==> src/logic/aid_pkg.sv <==
// package for the arithmetic instruction decoder
// assumes a single 25 MHz core clock, registers reached over avalon-mm
package aid_pkg;
    // ****************************************
    // register map (byte addresses)
    // ****************************************
    localparam logic [7:0] PRIMARY_OPERAND_REG_OFS = 8'hE0;
    localparam logic [7:0] PROGRAM_FLAGS_WORD_OFS = 8'hD0;
    localparam logic [7:0] SECONDARY_OPERAND_REG_OFS = 8'hF0;
    localparam logic [7:0] INSTR_CTRL_OFS = 8'h00;
    localparam logic [7:0] INSTR_STAT_OFS = 8'h04;
    localparam logic [7:0] OPERAND_DATA_OFS = 8'h08;
    localparam logic [7:0] BYTE_TWO_OFS = 8'h0C;
    localparam logic [7:0] DECODE_INFO_OFS = 8'h10;
    localparam logic [7:0] BANK_REGS_OFS = 8'h20;
    // ****************************************
    // reset values
    // ****************************************
    localparam logic [7:0] PRIMARY_OPERAND_REG_RST = 8'h00;
    localparam logic [7:0] PROGRAM_FLAGS_WORD_RST = 8'h00;
    localparam logic [7:0] SECONDARY_OPERAND_REG_RST = 8'h00;
    // ****************************************
    // flag word bit positions
    // ****************************************
    localparam int FLAG_CY = 7;
    localparam int FLAG_AC = 6;
    localparam int FLAG_OV = 2;
    localparam int FLAG_P = 0;
    localparam int FLAG_RS_LO = 3;
    // ****************************************
    // opcodes and families
    // ****************************************
    localparam logic [3:0] FAM_ADD = 4'h2;
    localparam logic [3:0] FAM_ADD_WITH_CARRY = 4'h3;
    localparam logic [3:0] FAM_SUBTRACT_WITH_BORROW = 4'h9;
    localparam logic [3:0] LO_IMM = 4'h4;
    localparam logic [3:0] LO_DIR = 4'h5;
    localparam logic [7:0] OPC_MUL = 8'hA4;
    localparam logic [7:0] OPC_DIV = 8'h84;
    // ****************************************
    // timing
    // ****************************************
    localparam int OSC_PER_MC = 12;
    localparam int CLK_HZ = 25000000;
    localparam int OSC_HZ = 12000000;
    localparam int MC_SHORT = 1;
    localparam int MC_LONG = 4;
    localparam int INSTR_ONE_BYTE = 49;
    localparam int INSTR_TWO_BYTE = 46;
    localparam int INSTR_THREE_BYTE = 16;
    // machine cycle in core clocks: 12 osc periods, rounded down, >= 1
    localparam int MC_CLKS_RAW = (OSC_PER_MC * CLK_HZ) / OSC_HZ;
    localparam int MC_CLKS = (MC_CLKS_RAW < 1) ? 1 : MC_CLKS_RAW;
    // ****************************************
    // operations
    // ****************************************
    typedef enum logic [2:0] {
        AID_OP_NONE = 3'h0,
        AID_OP_ADD = 3'h1,
        AID_OP_ADD_WITH_CARRY = 3'h2,
        AID_OP_SUBTRACT_WITH_BORROW = 3'h3,
        AID_OP_MUL = 3'h4,
        AID_OP_DIV = 3'h5
    } aid_op_t;
    typedef enum logic [1:0] {
        AID_SRC_REG = 2'h0,
        AID_SRC_DIR = 2'h1,
        AID_SRC_IND = 2'h2,
        AID_SRC_IMM = 2'h3
    } aid_src_t;
endpackage

==> src/logic/aid_decode.sv <==
// combinational opcode decoder for the arithmetic group
// assumes the opcode byte is held stable by the caller
`timescale 1ns/100ps
module aid_decode (
    input wire logic [7:0] opcode,
    output aid_pkg::aid_op_t op,
    output aid_pkg::aid_src_t src,
    output logic [1:0] length,
    output logic [2:0] cycles,
    output logic [2:0] reg_sel,
    output logic valid
);
    logic [3:0] hi;
    logic [3:0] lo;
    assign hi = opcode[7:4];
    assign lo = opcode[3:0];
    always_comb begin
        op = aid_pkg::AID_OP_NONE;
        src = aid_pkg::AID_SRC_REG;
        length = 2'd1;
        cycles = 3'(aid_pkg::MC_SHORT);
        reg_sel = opcode[2:0];
        valid = 1'b0;
        if (opcode == aid_pkg::OPC_MUL) begin
            op = aid_pkg::AID_OP_MUL;
            cycles = 3'(aid_pkg::MC_LONG);
            valid = 1'b1;
        end else if (opcode == aid_pkg::OPC_DIV) begin
            op = aid_pkg::AID_OP_DIV;
            cycles = 3'(aid_pkg::MC_LONG);
            valid = 1'b1;
        end else if ((hi == aid_pkg::FAM_ADD || hi == aid_pkg::FAM_ADD_WITH_CARRY
                || hi == aid_pkg::FAM_SUBTRACT_WITH_BORROW) && lo >= aid_pkg::LO_IMM) begin
            valid = 1'b1;
            if (hi == aid_pkg::FAM_ADD) begin
                op = aid_pkg::AID_OP_ADD;
            end else if (hi == aid_pkg::FAM_ADD_WITH_CARRY) begin
                op = aid_pkg::AID_OP_ADD_WITH_CARRY;
            end else begin
                op = aid_pkg::AID_OP_SUBTRACT_WITH_BORROW;
            end
            if (lo[3]) begin
                src = aid_pkg::AID_SRC_REG;
            end else if (lo == aid_pkg::LO_IMM) begin
                src = aid_pkg::AID_SRC_IMM;
                length = 2'd2;
            end else if (lo == aid_pkg::LO_DIR) begin
                src = aid_pkg::AID_SRC_DIR;
                length = 2'd2;
            end else begin
                src = aid_pkg::AID_SRC_IND;
                reg_sel = {2'b00, opcode[0]};
            end
        end
    end
endmodule // aid_decode

==> src/logic/aid_core.sv <==
// arithmetic instruction decode and execute unit with avalon-mm registers
// assumes one 25 MHz clock and a synchronous active-low reset
// Contract
// - decoder handles one and two byte instructions only (length 1 or 2); set is 49/46/16.
// - machine cycle is twelve oscillator periods; short ops take one.
// - add family 2x: reg 28-2F, direct 25, indirect 26/27, immediate 24.
// - add-with-carry family 3x adds operand plus carry into accumulator.
// - subtract-with-borrow family 9x subtracts operand and borrow.
// - direct and immediate forms are two bytes; register and indirect one.
// - multiply A4 and divide 84 are one byte, four machine cycles.
`timescale 1ns/100ps
module aid_core #(
    parameter int MC_CLKS = aid_pkg::MC_CLKS
) (
    input wire logic clock,
    input wire logic rst_b,
    input wire logic [7:0] address,
    input wire logic read,
    input wire logic write,
    input wire logic [31:0] writedata,
    output logic [31:0] readdata,
    output logic waitrequest,
    output logic busy,
    output logic [7:0] accumulator
);
    // ****************************************
    // state
    // ****************************************
    typedef enum logic [2:0] {
        AID_IDLE = 3'b001,
        AID_EXEC = 3'b010,
        AID_DONE = 3'b100
    } aid_state_t;
    aid_state_t state_q, state_d;
    logic [7:0] acc_q, acc_d;
    logic [7:0] psw_q, psw_d;
    logic [7:0] b_q, b_d;
    logic [7:0] opc_q, opc_d;
    logic [7:0] byte2_q, byte2_d;
    logic [7:0] opnd_q, opnd_d;
    logic [7:0] bank_q [0:31];
    logic [7:0] bank_d [0:31];
    logic [7:0] clk_cnt_q, clk_cnt_d;
    logic [2:0] mc_left_q, mc_left_d;
    logic illegal_q, illegal_d;
    logic [1:0] len_q, len_d;
    logic ack_q, ack_d;
    logic [31:0] rdata_q, rdata_d;
    aid_pkg::aid_op_t dec_op;
    aid_pkg::aid_src_t dec_src;
    logic [1:0] dec_len;
    logic [2:0] dec_cyc;
    logic [2:0] dec_reg;
    logic dec_valid;
    aid_decode u_decode (
        .opcode(opc_q),
        .op(dec_op),
        .src(dec_src),
        .length(dec_len),
        .cycles(dec_cyc),
        .reg_sel(dec_reg),
        .valid(dec_valid)
    );
    function automatic logic [4:0] bank_idx(input logic [7:0] program_flags_word,
                                            input logic [2:0] r);
        bank_idx = {program_flags_word[aid_pkg::FLAG_RS_LO+1 -: 2], r};
    endfunction
    function automatic logic parity(input logic [7:0] v);
        parity = ^v;
    endfunction
    logic [7:0] operand;
    logic [8:0] sum9;
    logic [4:0] sum_lo;
    logic [15:0] prod;
    logic cin;
    logic [7:0] sel_reg;
    logic req;
    assign req = (read || write) && !ack_q;
    assign waitrequest = req;
    assign readdata = rdata_q;
    assign busy = (state_q != AID_IDLE);
    assign accumulator = acc_q;
    // ****************************************
    // next state
    // ****************************************
    always_comb begin
        state_d = state_q;
        acc_d = acc_q;
        psw_d = psw_q;
        b_d = b_q;
        opc_d = opc_q;
        byte2_d = byte2_q;
        opnd_d = opnd_q;
        bank_d = bank_q;
        clk_cnt_d = clk_cnt_q;
        mc_left_d = mc_left_q;
        illegal_d = illegal_q;
        len_d = len_q;
        ack_d = 1'b0;
        rdata_d = rdata_q;
        sel_reg = bank_q[bank_idx(psw_q, dec_reg)];
        if (dec_src == aid_pkg::AID_SRC_IMM) begin
            operand = byte2_q;
        end else if (dec_src == aid_pkg::AID_SRC_REG) begin
            operand = sel_reg;
        end else begin
            // direct and indirect bytes are fetched by the outside core
            operand = opnd_q;
        end
        cin = (dec_op == aid_pkg::AID_OP_ADD) ? 1'b0 : psw_q[aid_pkg::FLAG_CY];
        if (dec_op == aid_pkg::AID_OP_SUBTRACT_WITH_BORROW) begin
            sum9 = {1'b0, acc_q} - {1'b0, operand} - {8'h00, cin};
            sum_lo = {1'b0, acc_q[3:0]} - {1'b0, operand[3:0]} - {4'h0, cin};
        end else begin
            sum9 = {1'b0, acc_q} + {1'b0, operand} + {8'h00, cin};
            sum_lo = {1'b0, acc_q[3:0]} + {1'b0, operand[3:0]} + {4'h0, cin};
        end
        prod = acc_q * b_q;
        if (req && write) begin
            ack_d = 1'b1;
            if (address == aid_pkg::PRIMARY_OPERAND_REG_OFS) begin
                acc_d = writedata[7:0];
            end else if (address == aid_pkg::PROGRAM_FLAGS_WORD_OFS) begin
                psw_d = writedata[7:0];
            end else if (address == aid_pkg::SECONDARY_OPERAND_REG_OFS) begin
                b_d = writedata[7:0];
            end else if (address == aid_pkg::OPERAND_DATA_OFS) begin
                opnd_d = writedata[7:0];
            end else if (address == aid_pkg::BYTE_TWO_OFS) begin
                byte2_d = writedata[7:0];
            end else if (address[7:5] == aid_pkg::BANK_REGS_OFS[7:5]
                         && address[1:0] == 2'b00) begin
                bank_d[{2'b00, address[4:2]} + {psw_q[4:3], 3'b000}] =
                    writedata[7:0];
            end else if (address == aid_pkg::INSTR_CTRL_OFS
                         && state_q == AID_IDLE) begin
                opc_d = writedata[7:0];
                state_d = AID_EXEC;
                clk_cnt_d = 8'h00;
                mc_left_d = 3'd0;
            end
        end else if (req && read) begin
            ack_d = 1'b1;
            rdata_d = 32'h0000_0000;
            if (address == aid_pkg::PRIMARY_OPERAND_REG_OFS) begin
                rdata_d[7:0] = acc_q;
            end else if (address == aid_pkg::PROGRAM_FLAGS_WORD_OFS) begin
                rdata_d[7:0] = psw_q;
            end else if (address == aid_pkg::SECONDARY_OPERAND_REG_OFS) begin
                rdata_d[7:0] = b_q;
            end else if (address == aid_pkg::INSTR_CTRL_OFS) begin
                rdata_d[7:0] = opc_q;
            end else if (address == aid_pkg::INSTR_STAT_OFS) begin
                rdata_d[2:0] = {illegal_q, state_q == AID_DONE, busy};
            end else if (address == aid_pkg::OPERAND_DATA_OFS) begin
                rdata_d[7:0] = opnd_q;
            end else if (address == aid_pkg::BYTE_TWO_OFS) begin
                rdata_d[7:0] = byte2_q;
            end else if (address == aid_pkg::DECODE_INFO_OFS) begin
                // cycle count of the held opcode, not the live down-counter
                rdata_d[5:0] = {dec_cyc, 1'b0, len_q};
            end
        end
        case (state_q)
            AID_IDLE: begin
            end
            AID_EXEC: begin
                if (clk_cnt_q == 8'h00 && mc_left_q == 3'd0) begin
                    mc_left_d = dec_valid ? dec_cyc : 3'd1;
                    len_d = dec_len;
                    illegal_d = !dec_valid;
                    clk_cnt_d = 8'h01;
                end else if (clk_cnt_q == 8'(MC_CLKS)) begin
                    clk_cnt_d = 8'h01;
                    mc_left_d = mc_left_q - 3'd1;
                    if (mc_left_q == 3'd1) begin
                        state_d = AID_DONE;
                        if (dec_op == aid_pkg::AID_OP_MUL) begin
                            acc_d = prod[7:0];
                            b_d = prod[15:8];
                            psw_d[aid_pkg::FLAG_CY] = 1'b0;
                            psw_d[aid_pkg::FLAG_OV] = (prod[15:8] != 8'h00);
                        end else if (dec_op == aid_pkg::AID_OP_DIV) begin
                            psw_d[aid_pkg::FLAG_CY] = 1'b0;
                            psw_d[aid_pkg::FLAG_OV] = (b_q == 8'h00);
                            if (b_q != 8'h00) begin
                                acc_d = acc_q / b_q;
                                b_d = acc_q % b_q;
                            end
                        end else if (dec_op != aid_pkg::AID_OP_NONE) begin
                            acc_d = sum9[7:0];
                            psw_d[aid_pkg::FLAG_CY] = sum9[8];
                            psw_d[aid_pkg::FLAG_AC] = sum_lo[4];
                            if (dec_op == aid_pkg::AID_OP_SUBTRACT_WITH_BORROW) begin
                                psw_d[aid_pkg::FLAG_OV] =
                                    (acc_q[7] != operand[7])
                                    && (sum9[7] != acc_q[7]);
                            end else begin
                                psw_d[aid_pkg::FLAG_OV] =
                                    (acc_q[7] == operand[7])
                                    && (sum9[7] != acc_q[7]);
                            end
                        end
                    end
                end else begin
                    clk_cnt_d = clk_cnt_q + 8'h01;
                end
            end
            AID_DONE: begin
                state_d = AID_IDLE;
            end
            default: begin
                state_d = AID_IDLE;
            end
        endcase
        psw_d[aid_pkg::FLAG_P] = parity(acc_d);
    end
    // ****************************************
    // registers
    // ****************************************
    always_ff @(posedge clock) begin
        if (!rst_b) begin
            state_q <= AID_IDLE;
            acc_q <= aid_pkg::PRIMARY_OPERAND_REG_RST;
            psw_q <= aid_pkg::PROGRAM_FLAGS_WORD_RST;
            b_q <= aid_pkg::SECONDARY_OPERAND_REG_RST;
            opc_q <= 8'h00;
            byte2_q <= 8'h00;
            opnd_q <= 8'h00;
            clk_cnt_q <= 8'h00;
            mc_left_q <= 3'd0;
            illegal_q <= 1'b0;
            len_q <= 2'd0;
            ack_q <= 1'b0;
            rdata_q <= 32'h0000_0000;
        end else begin
            state_q <= state_d;
            acc_q <= acc_d;
            psw_q <= psw_d;
            b_q <= b_d;
            opc_q <= opc_d;
            byte2_q <= byte2_d;
            opnd_q <= opnd_d;
            clk_cnt_q <= clk_cnt_d;
            mc_left_q <= mc_left_d;
            illegal_q <= illegal_d;
            len_q <= len_d;
            ack_q <= ack_d;
            rdata_q <= rdata_d;
        end
    end
    // bank registers are data, not reset
    always_ff @(posedge clock) begin
        bank_q <= bank_d;
    end
endmodule // aid_core

==> config.mk <==
export PLATFORM = sky130hd
export DESIGN_NAME = aid_core
export DESIGN_NICKNAME = d
export VERILOG_FILES = /design/src/logic/aid_pkg.sv /design/src/logic/aid_decode.sv /design/src/logic/aid_core.sv
export SDC_FILE = /design/constraint.sdc
export NUM_CORES = 1
export LEC_CHECK = 0
export BUFFER_PORTS_ARGS = -buffer_cell sky130_fd_sc_hd__buf_2
export CAP_MARGIN = 0
export CORE_AREA = 2 2 191 268
export CTS_CLUSTER_SIZE = 30
export DETAILED_ROUTE_END_ITERATION = 10
export DIE_AREA = 0 0 193 270
export PLACE_DENSITY = 0.52
export SLEW_MARGIN = 20
export SYNTH_ARGS = -nofsm -noshare
export SYNTH_HDL_FRONTEND = slang
export SYNTH_SLANG_ARGS = --single-unit
==> constraint.sdc <==
create_clock -name clock -period 14.1 [get_ports clock]
set_clock_uncertainty 0.2 [all_clocks]
set_input_delay 0.705 -clock clock [delete_from_list [all_inputs] [get_ports clock]]
set_output_delay 0.705 -clock clock [all_outputs]
set_load 0.01 [all_outputs]
### After elaboration in Yosys (flattened, before gate mapping)

Index checks and enable logic that the tools add are counted.
W data, S select, Z words.

| storage, ports and cells | value |
|---|---|
| output and inout bits | 42 |
| register bits | 330 |
| memories | 0 |
| latch bits | 0 |
| bits in writable memories | 0 |
| logic and storage cells | 270 |
| memory bits (read-only) | 0 |
| input port bits | 44 |

| cells by class | value |
|---|---|
| multipliers | 1 |
| order comparisons | 4 |
| equality and inequality tests | 35 |
| div/mod/pow operators | 2 |
| multiplexer cells | 127 |
| add/sub/neg operators | 11 |
| reductions and logical operators | 35 |
| bitwise gates (word level) | 9 |
| shift-type cells | 0 |

Operators by type and width:

| operator | count |
|---|---|
| $mux W8 | 45 |
| $bwmux W256 | 1 |
| $mux W3 | 36 |
| $bmux W8 S5 | 1 |
| $demux W8 S5 | 1 |
| $eq A8 B8 Y1 const B | 5 |
| $mux W2 | 18 |
| $logic_not A8 Y1 | 3 |
| $mux W1 | 19 |
| $eq A8 B4 Y1 const B | 2 |
| $eq A8 B5 Y1 const B | 2 |
| $mul A8 B8 Y16 | 1 |
| $reduce_and A8 Y1 | 2 |
| $reduce_bool A8 Y1 | 2 |
| $eq A3 B1 Y1 const B | 4 |
| $ge A6 B6 Y1 const B | 2 |
| $mux W6 | 2 |
| $ne A2 B1 Y1 const B | 6 |
| $not A5 Y6 | 2 |
| $logic_and A1 B1 Y1 | 10 |
| $mux W5 | 2 |
| $add A8 B8 Y9 | 1 |
| $add A9 B1 Y9 | 1 |
| $eq A3 B3 Y1 const B | 3 |
| 37 further kinds | 53 |

### Logic depth before layout (Yosys ltp)

Gate-level depths: netlist of the first run.

| logic depth | value |
|---|---|
| depth after elaboration | 26 |
| depth in mapped cells | 52 |
| gate-level depth less buffers | 51 |

### Modules after synthesis

Synthesis of the first run repeated with hierarchy kept, for this count alone.

| second synthesis, totals | value |
|---|---|
| cells, all modules | 1639 |
| area total of the unflattened synthesis | 19334.8 um^2 |

By module, submodules not included:

| module | cells each | instances | seq. area each (um^2) | area each (um^2) |
|---|---|---|---|---|
| aid_core | 1608 | 1 | 9168.8 | 19134.6 |
| aid_decode | 31 | 1 | 0.0 | 200.2 |

### Least setup slack after synthesis of the first run

Ideal clock, no wire load.

| timing | value |
|---|---|
| kind | reg-to-reg |
| start point | reg b_q[0] |
| end point | reg b_q[5] |
| slack | 3.081 ns |
| period minus slack after synthesis | 11.019 ns |
| data required time | 13.768 ns |
| library setup time | 0.132 ns |
| stages on the path, launching flop included | 46 |
| buffers on the path | 2 |
| arrival | 10.686 ns |
| cell sequence | dfxtp_1 > inv_1 > ha_1 > a41oi_1 > ha_1 > o21a_1 > o211ai_1 > mux2_2 > ha_1 > a21o_1 > o211ai_1 > nor3_1 > a21o_1 > ha_1 > a21oi_1 > a21boi_0 > o21ai_1 > mux2_2 > [... 10 more ...] > nand2_1 > mux2_2 > ha_1 > o211ai_1 > a21oi_1 > o31ai_1 > a21oi_1 > mux2_2 > ha_1 > a21o_1 > a41oi_1 > o21ai_0 > a31oi_1 > clkbuf_1 > inv_1 > mux2_2 > nand2_1 > a21oi_1 |

| on the way | value |
|---|---|
| cells in the longest elaborated chain, start to end | 8 |
| elaborated cells on any way between the ends | 10 |
| classes of those cells | mul: 1; div: 1; mux: 7; reduce/logical: 1 |

Ends and longest elaborated chain:

| item | line | RTL |
|---|---|---|
| from (decl) | aid_core.sv:37 | `logic [7:0] b_q, b_d;` |
| from (signal assigned) | aid_core.sv:226 | `b_q <= aid_pkg::SECONDARY_OPERAND_REG_RST;` |
| $mod A8 B8 Y8 / $reduce_bool A8 Y1 (equally long branches) | aid_core.sv:188, aid_core.sv:186 |  |
| $mux W8 | aid_core.sv:186 | `if (b_q != 8'h00) begin` |
| $mux W8 | aid_core.sv:183 | `end else if (dec_op == aid_pkg::AID_OP_DIV) begin` |
| $mux W8 (*) | aid_core.sv:178 | `if (dec_op == aid_pkg::AID_OP_MUL) begin` |
| $mux W8 (*) | aid_core.sv:176 | `if (mc_left_q == 3'd1) begin` |
| $mux W8 (*) | aid_core.sv:173 | `end else if (clk_cnt_q == 8'(MC_CLKS)) begin` |
| $mux W8 (*) | aid_core.sv:168 | `if (clk_cnt_q == 8'h00 && mc_left_q == 3'd0) begin` |
| $mux W8 (*) | aid_core.sv:164 | `case (state_q)` |

Every way passes the cells marked *; elsewhere a longest branch is shown, timed or not.
A chain may end at the register's enable or synchronous reset.

### Worst setup path in the final report of the first run

| timing | value |
|---|---|
| start point | reg b_q[6] |
| end point | reg psw_q[0] |

| on the way | value |
|---|---|
| cells in the longest elaborated chain, start to end | 9 |
| elaborated cells on any way between the ends | 11 |
| classes of those cells | mul: 1; div: 1; mux: 7; reduce/logical: 2 |

Ends and longest elaborated chain:

| item | line | RTL |
|---|---|---|
| $div A8 B8 Y8 / $reduce_bool A8 Y1 (equally long branches) | aid_core.sv:187, aid_core.sv:186 |  |
| $mux W8 | aid_core.sv:186 |  |
| $mux W8 | aid_core.sv:183 |  |
| $mux W8 (*) | aid_core.sv:178 |  |
| $mux W8 (*) | aid_core.sv:176 |  |
| $mux W8 (*) | aid_core.sv:173 |  |
| $mux W8 (*) | aid_core.sv:168 |  |
| $mux W8 (*) | aid_core.sv:164 |  |
| $reduce_xor A8 Y1 (*) | aid_core.sv:69 | `parity = ^v;` |
| to (signal assigned) | aid_core.sv:225 | `psw_q <= aid_pkg::PROGRAM_FLAGS_WORD_RST;` |
| to (signal assigned) | aid_core.sv:239 | `psw_q <= psw_d;` |
| to (decl) | aid_core.sv:36 | `logic [7:0] psw_q, psw_d;` |

Marked as above.

==> results of run 1 <==
layer usage:
layer / global-route usage (%) / vias up / part of all wire (%)
met5: 0 / - / 0
met4: 7.64 / 0 / 3.8
met3: 1.99 / 95 / 3.3
met2: 35.7 / 285 / 51
met1: 25.3 / 6483 / 42
li1: - / 6076 / -
layout by cell type (no fill, tap or decap), types with 8 or more instances in the layout:
cell type | synthesis | final
nand3_1 | 28 | 28
nor2b_1 | 9 | 9
nand2b_1 | 18 | 18
nor3_1 | 24 | 24
nor2_1 | 178 | 178
buf_2 | 5 | 37
o22ai_1 | 18 | 18
inv_1 | 94 | 94
a31oi_1 | 13 | 13
mux4_2 | 64 | 64
ha_1 | 104 | 104
o21a_1 | 14 | 14
conb_1 | 1 | 24
mux2i_1 | 89 | 89
edfxtp_1 | 256 | 256
and2_1 | 17 | 17
buf_4 | 31 | 34
nand2_1 | 119 | 117
fa_1 | 41 | 41
nand3b_1 | 8 | 8
a211oi_1 | 8 | 8
xor2_1 | 15 | 15
o211ai_1 | 11 | 11
mux2_2 | 14 | 14
clkbuf_16 | 0 | 34
a21o_1 | 15 | 15
o21ai_0 | 46 | 46
dfxtp_1 | 74 | 73
a21oi_1 | 96 | 96
xnor2_1 | 24 | 24
clkbuf_1 | 45 | 14
per-stage QoR:
step / setup WS [ns] / hold slack (ns) / area (µm²) / total power [µW] / utilization, %
3_5_place_dp: 0.883 / 0.250 / 20100 / 1390 / 40.3
4_1_cts: 0.873 / 0.259 / 21000 / 2210 / 42.3
6_report: 1.10 / 0.258 / 21000 / 2190 / 42.3
2_1_floorplan: 3.08 / 0.236 / 19300 / 1300 / -
5_1_grt: 0.167 / 0.278 / 21000 / 2280 / 42.3
3_3_place_gp: 1.12 / 0.242 / 20100 / 1380 / 40.3
flip-flops by register name (all words and copies together), names as in the netlist:
name and count:
bank_q 256, accumulator 8, b_q 8, byte2_q 8
clk_cnt_q 8, opc_q 8, opnd_q 8, psw_q 8
readdata 8, mc_left_q 3, state_q 3, len_q 2
ack_q 1, illegal_q 1
area by class of cell:
class | count | area, µm²
fill | 4733 | 28700
multi-input combinational | 1136 | 9280
sequential | 330 | 9170
clock buffer | 48 | 903
tap | 643 | 805
timing repair buffer | 71 | 440
inverter | 98 | 368
clock inverter | 12 | 81.3
path summary, 6_finish.rpt:
check                           endpoint  depth (start not counted)      from
worst max-delay path            psw_q[0]                         47    b_q[6]
worst min register to register  psw_q[1]                          2  psw_q[1]
worst max register to register  psw_q[0]                         47    b_q[6]
worst min-delay path            psw_q[1]                          2  psw_q[1]
worst max-delay path, delay by kind of cell, from the launching register on:
kind	cells	cell delay, ns
buffers and inverters	3	0.50
flip-flops	1	0.53
XOR/XNOR	2	0.61
multiplexers	3	1.21
AND/OR/NAND/NOR	8	1.48
adder cells (fa/ha/maj)	7	2.17
AO/OA/AOI/OAI	24	6.18
kinds of logic (layout without fill, tap and decap cells):
group	after synthesis	count (layout)	share of synthesized area, %
flops	330	330	47.7
fa+ha+maj	145	145	11.0
xor+xnor	43	43	2.25
other cells	1	24	0.0195
compound gates	293	293	9.90
buf+inv	191	229	4.68
simple gates	463	463	11.5
mux	168	168	13.0
power by group through the flow:
stage / Combinational [µW] / Sequential, µW / Clock (µW)
after floorplan: 227 / 1070 / 0
after global placement: 310 / 1070 / 0
after detailed placement: 315 / 1070 / 0
after CTS: 316 / 1050 / 843
after global routing: 351 / 1050 / 877
final: 317 / 1050 / 821
==> results by group, run 1 <==
Place
  • DP HPWL: 36.8 mm
  • GPL Wtd Cong: 0.929
  • Placed Instances: 2278
  • Buffers on Ports: 37

Layout
  • Final nets: 1860
  • Area Growth Syn to Fin: 9.37%
  • Layout cell share with drive strength beyond 1: 12.7%
  • Ant diodes: 0
  • Final std cells w/o fill: 2338

Pwr
  • Net Sw Power: 574 µW
  • Pwr/cell area: 104 nW/µm²
  • Clk network pwr share: 37.5%
  • P_leak: 0.00820 µW
  • Net Sw Frac: 26.2%
  • Combinational power share: 14.5%
  • Flop pwr share: 48.0%
  • Peak supply drop: 92.7 µV
  • Int Power: 1620 µW

Floorplan
  • FP Rows: 97
  • CORE AREA: 49800 µm²
  • Die Ht: 270 µm
  • DIE AREA: 52100 µm²
  • Boundary Pins: 86
  • Initial Util: 38.7%
  • Die Span X: 193 µm

Detailed routing
  • DR pass1 iterations: 5
  • Vias per Instance: 5.53
  • Vias: 12900
  • Final wirelength: 52.2 mm
  • Wirelength per Cell: 22.3 µm
  • DRC violations left: 0
  • Starting DRT DRC Count: 996
  • Antenna Violating Nets Remaining: 0

Synthesis
  • Flops & latches, synth: 330
  • Syn. warnings: 0
  • Syn avg cell area: 11.8 µm²
  • Synth area leader: edfxtp_1
  • FFs w/ async S/R, synth: 0%
  • Sequential share of the synthesized area: 47.7%
  • Cells after synthesis: 1634
  • Post-synth EDFFs: 256
  • Yosys cell types: 88
  • Most common cell in the netlist: edfxtp_1
  • Synth top area share: 40.0%
  • Synth Cell Area: 19200 µm²
  • Commonest cells in the synthesized netlist: edfxtp_1, nor2_1, nand2_1, ha_1, a21oi_1
  • Top area cells in the synthesized netlist: edfxtp_1, dfxtp_1, mux4_2
  • Ys flop type: edfxtp_1

Clocking
  • TritonCTS Buffers: 34
  • Worst-case clock buffer depth: 3
  • CTS tree: built
  • Post-CTS setup buffers: 0
  • Clk sinks: 330
  • Clock slew at reported path FFs: 0.06 ns
  • # H-tree levels: 2
  • CTS Root Buffer Type: clkbuf_16
  • CTS resizes: 0
  • Skew-Pair Late Insertion Delay: 0.53 ns
  • Hold-fix buffers at CTS: 0

Outcome
  • Status: completed

Run
  • Maxcap violations: 0

Worst setup path
  • Setup CP Type: flop to flop
  • Crit path max fanout: 12
  • Startpoint Class: flop
  • Crit path arrival time: 13.22 ns
  • CP max-delay cell: a21oi_1
  • Worst reg-to-reg setup slack: 1.10 ns
  • WP data required: 14.32 ns
  • Critical Path Sink Type: flop
  • Critical path's most frequent cell: ha_1
  • Slowest stage delay, CP: 0.69 ns

Timing
  • Tmin final: 13.00 ns
  • Setup TNS: 0 ns
  • Actual slew at the worst max-slew pin: 0.989 ns
  • Max-slew violation count: 0
  • RSZ-0062 raised after global routing: false
  • # setup viols final: 0
  • Slew headroom: 33.5%
  • FMAX: 76.9 MHz
  • Final Hold Violating Endpoints: 0
  • Crit share post-route: 92.2%

Global route
  • First-pass GRT wire length: 79.6 mm
  • Largest net degree at the start of global routing: 49
  • Overflow left after global routing: 0
  • Initial antenna violation count: 2
  • GRT Total Usage: 20.2%
  • Vias in the first global route: 13200

Hold path
  • Worst hold path class: flop to flop
Note: power is estimated with default switching activity, not from simulation.
==> run 2, diff against run 1 <==
CORE_AREA = 4 4 193 270   (was 2 2 191 268)
DIE_AREA = 0 0 197 274   (was 0 0 193 270)
==> run 2 against run 1 <==
Effect of this change: sequential power barely moved; critical endpoint unchanged; cell count decreased by 0.38%; die area is 3.6% higher; critical path type unchanged; register-to-register slack improved by 0.12 ns; non-clock buffer count down 5.
==> results by group, run 2 (synthesis gave the netlist of run 1 again) <==
Worst setup path
  • Slowest stage delay, CP: 0.55 ns
  • Setup CP Type: flop to flop
  • Crit path arrival time: 13.14 ns
  • Crit-path leading delay family: compound AO/OA/AOI/OAI gates
  • Crit path max fanout: 12
  • WP data required: 14.37 ns
  • Startpoint Class: flop
  • Critical path's most frequent cell: ha_1
  • Buf+Inv Stages, Crit Path: 3
  • CP max-delay cell: a41oi_2
  • Critical Path Sink Type: flop

Clocking
  • Worst-case clock buffer depth: 3
  • TritonCTS Buffers: 31
  • Skew-Pair Late Insertion Delay: 0.57 ns
  • Clock slew at reported path FFs: 0.07 ns
  • CTS tree: built
  • Clk sinks: 330
  • Post-CTS setup buffers: 0
  • # H-tree levels: 1
  • CTS Root Buffer Type: clkbuf_16

Detailed routing
  • Starting DRT DRC Count: 930
  • Vias per Instance: 5.54
  • Wirelength per Cell: 22.7 µm
  • Vias: 12900
  • DR pass1 iterations: 5
  • DRC violations left: 0
  • Final wirelength: 52.8 mm
  • Antenna Violating Nets Remaining: 0

Timing
  • Tmin final: 12.87 ns
  • Max-slew violation count: 0
  • FMAX: 77.7 MHz
  • Setup TNS: 0 ns
  • # setup viols final: 0
  • Final Hold Violating Endpoints: 0
  • RSZ-0062 raised after global routing: false
  • Crit share post-route: 91.3%
  • Post-route setup slack: 1.23 ns
  • Slew headroom: 27.6%
  • Actual slew at the worst max-slew pin: 1.08 ns
  • Final hold slack: 0.255 ns

Pwr
  • Combinational power share: 14.5%
  • P_leak: 0.00818 µW
  • Clk network pwr share: 38.1%
  • Flop pwr share: 47.4%
  • Peak supply drop: 97.7 µV
  • Total power: 2220 µW
  • Pwr/cell area: 105 nW/µm²
  • Net Sw Power: 575 µW
  • Net Sw Frac: 25.9%
  • Int Power: 1640 µW

Global route
  • Most Used Layer, Global Route: met2
  • Vias in the first global route: 13200
  • Overflow left after global routing: 0
  • First-pass GRT wire length: 80.3 mm
  • GRT Total Usage: 19.4%
  • Met3 Track Usage GR: 1.56%
  • GR Util met2: 35.5%
  • M1 GR Usage: 23.6%
  • Initial antenna violation count: 3
  • Largest net degree at the start of global routing: 52

Place
  • Placed Area: 20000 µm²
  • GPL Wtd Cong: 0.904
  • Pre-CTS WS: 0.710 ns
  • DP HPWL: 37.4 mm
  • Buffers on Ports: 37

Floorplan
  • FP Rows: 97
  • Boundary Pins: 86
  • Die Span X: 197 µm
  • Initial Util: 38.7%
  • Die Ht: 274 µm
  • DIE AREA: 54000 µm²
  • CORE AREA: 49800 µm²

Layout
  • Final nets: 1852
  • Fillcell total: 4768
  • Most common cell after layout, fill and taps aside: edfxtp_1
  • Post-route design area: 21000 µm²
  • Ant diodes: 0
  • Most flops, register: bank_q
  • Commonest non-fill, non-tap cells in the layout: edfxtp_1, nor2_1, nand2_1
  • Area Growth Syn to Fin: 9.33%
  • Max FFs per register: 256
  • Layout cell share with drive strength beyond 1: 12.5%

Run
  • Maxcap violations: 0

Hold path
  • Worst hold path class: input port to flop

Outcome
  • Status: completed
==> run 2: cell types whose count changed in the layout (fill, tap and decap cells not counted), sizes merged <==
cell      change
clkinvlp      +2
buf           -5
clkbuf       -11
bufinv        +4
clkinv        +1
==> run 2: worst register-to-register path: cells and delay by family, from the launching register on <==
family                   cells  cell delay [ns]
AND/OR/NAND/NOR              8             1.50
AO/OA/AOI/OAI               24             6.03
XOR/XNOR                     2             0.61
buffers and inverters        3             0.53
flip-flops                   1             0.53
adder cells (fa/ha/maj)      7             2.18
multiplexers                 3             1.20
==> run 2: layout make-up <==
cell class | count | area (µm²) | share of cell area, %
Clock buffer | 37 | 798 | 3.79
Sequential cell | 330 | 9170 | 43.6
Clock inverter | 19 | 211 | 1.01
Tap cell | 643 | 805 | 3.82
Timing Repair Buffer | 66 | 403 | 1.92
Inverter | 98 | 368 | 1.75
Multi-Input combinational cell | 1136 | 9280 | 44.1
==> run 2: per-layer routing <==
layer  up-vias  wire [µm]  part of all wire (%)
met5         -          0                     0
met2       287      27600                    52
met1      6452      21200                    40
met3        96       1750                   3.3
li1       6061          -                     -
met4         0       2170                   4.1
==> run 2: power groups by stage <==
stage          Combinational (µW)  Sequential [µW]  Clock, µW
3_3_place_gp                  310             1070          0
4_1_cts                       320             1050        865
3_5_place_dp                  319             1070          0
5_1_grt                       356             1050        901
6_report                      322             1050        844
2_1_floorplan                 227             1070          0
==> run 2: repair_timing <==
item                                   CTS  global route
hold buffers                             0             0
gates resized for setup                  0             1
endpoints found under the hold margin    0             0
setup endpoints to repair                0             1
==> run 2: final timing paths <==
kind             from  endpoint  slack (ns)  cells after the start
min reg2reg  psw_q[1]  psw_q[1]        0.26                      2
min              read     ack_q        0.25                      3
max            b_q[6]  psw_q[0]        1.23                     47
max reg2reg    b_q[6]  psw_q[0]        1.23                     47
==> run 2: per-stage QoR <==
stage	cells	util, %
floorplan	1657	-
global placement	2273	40.2
detailed placement	2273	40.2
CTS	2329	42.3
global route	2329	42.3
finish	2329	42.3
==> run 3, diff against run 2 <==
PLACE_DENSITY = unset   (was 0.52)
PLACE_DENSITY_LB_ADDON = 0.3   (was unset)
==> run 3 against run 2 <==
Effect of this change: clock power decreased by 6.8%; core utilization decreased by 0.17 points; combinational power about the same; design area fell by 0.39%; global-route usage decreased by 1.0 points; critical endpoint unchanged.
==> results by group, run 3 (synthesis gave the netlist of run 1 again) <==
Floorplan
  • DIE AREA: 54000 µm²
  • Die Span X: 197 µm
  • CORE AREA: 49800 µm²
  • FP Rows: 97
  • Die Ht: 274 µm
  • Initial Util: 38.7%
  • Boundary Pins: 86

Global route
  • Most Used Layer, Global Route: met2
  • Met3 Track Usage GR: 1.60%
  • Vias in the first global route: 13200
  • M1 GR Usage: 21.6%
  • First-pass GRT wire length: 77.3 mm
  • GR Util met2: 33.3%
  • Initial antenna violation count: 0
  • Largest net degree at the start of global routing: 56
  • GRT Total Usage: 18.3%
  • Overflow left after global routing: 0

Layout
  • Ant diodes: 0
  • Final nets: 1851
  • Max FFs per register: 256
  • Final core utilization: 42.1%
  • Fillcell total: 4738
  • Area Growth Syn to Fin: 8.90%
  • Layout cell share with drive strength beyond 1: 12.4%
  • Commonest non-fill, non-tap cells in the layout: edfxtp_1, nor2_1, nand2_1
  • Most flops, register: bank_q
  • Multi-input gate area: 9280 µm²
  • Most common cell after layout, fill and taps aside: edfxtp_1
  • Seq. cell area: 9170 µm²

Detailed routing
  • DRC violations left: 0
  • Vias per Instance: 5.58
  • Antenna Violating Nets Remaining: 0
  • Final wirelength: 50.2 mm
  • DR pass1 iterations: 5
  • Wirelength per Cell: 21.6 µm
  • Vias: 13000
  • Starting DRT DRC Count: 805

Worst setup path
  • Critical Path Sink Type: flop
  • WP data required: 14.37 ns
  • Slowest stage delay, CP: 0.66 ns
  • Setup CP Type: flop to flop
  • Critical path's most frequent cell: ha_1
  • CP max-delay cell: a21oi_1
  • Startpoint Class: flop
  • Crit path max fanout: 12
  • Crit path arrival time: 13.20 ns

Timing
  • Final Hold Violating Endpoints: 0
  • Slew headroom: 37.0%
  • Actual slew at the worst max-slew pin: 0.943 ns
  • Tmin final: 12.93 ns
  • Crit share post-route: 91.7%
  • Max-slew violation count: 0
  • RSZ-0062 raised after global routing: false
  • FMAX: 77.3 MHz
  • # setup viols final: 0
  • Setup TNS: 0 ns

Clocking
  • CTS Root Buffer Type: clkbuf_16
  • # H-tree levels: 1
  • Clock slew at reported path FFs: 0.06 ns
  • CTS tree: built
  • Hold-fix buffers at CTS: 0
  • Skew-Pair Late Insertion Delay: 0.57 ns
  • Worst-case clock buffer depth: 3
  • Post-CTS setup buffers: 0
  • TritonCTS Buffers: 30
  • CTS resizes: 0
  • Clk sinks: 330

Outcome
  • Status: completed

Place
  • DP HPWL: 35.9 mm
  • Buffers on Ports: 37
  • GPL Wtd Cong: 0.967

Run
  • Maxcap violations: 0

Pwr
  • Peak supply drop: 92.4 µV
  • Pwr/cell area: 103 nW/µm²
  • Total power: 2160 µW
  • P_leak: 0.00815 µW

Hold path
  • Worst hold path class: input port to flop
[run 3: cell count changes in the layout (fill, tap and decap cells not counted), sizes merged]
cell,previous run,this run
bufinv,4,2
inv,96,94
clkinv,13,15
clkbuf,37,35
[run 3: per-layer routing]
layer,part of all wire (%),vias up
met5,0,-
met4,5.4,0
met3,4.0,117
met2,52,382
met1,39,6427
li1,-,6057
[run 3: area by class of cell]
type / count / share of cell area, %
repair buffers: 66 / 1.92
flip-flops and latches: 330 / 43.8
well taps: 643 / 3.84
multi-input cells: 1136 / 44.3
inverters: 98 / 1.76
clock inverters: 17 / 0.669
clock buffers: 35 / 3.77
[run 3: critical path, delay by kind of cell, from the launching register on]
| kind | cells | cell delay [ns] |
|---|---|---|
| buf+inv | 3 | 0.51 |
| simple gates | 8 | 1.44 |
| compound gates | 24 | 6.16 |
| mux | 3 | 1.21 |
| fa+ha+maj | 7 | 2.21 |
| xor+xnor | 2 | 0.61 |
| flops | 1 | 0.44 |
[run 3: worst paths after layout]
check | endpoint | cells past startpoint | startpoint | slack (ns)
max reg2reg | psw_q[0] | 47 | b_q[4] | 1.17
min reg2reg | psw_q[5] | 2 | psw_q[5] | 0.26
min | ack_q | 3 | read | 0.23
max | psw_q[0] | 47 | b_q[4] | 1.17
[run 3: stage by stage]
step                instance area [µm²]  setup slack [ns]  cells  hold WS, ns
floorplan                         19300              3.08   1657        0.236
global placement                  20000              1.39   2273        0.243
detailed placement                20000              1.02   2273        0.251
CTS                               20900             0.963   2325        0.205
global route                      21000             0.341   2325        0.239
finish                            21000              1.17   2325        0.233
[run 3: report_power, final]
part	switching, µW	total (µW)	internal, µW
logic	203	321	119
clock network	352	787	435
registers	1.96	1050	1050
total	557	2160	1600
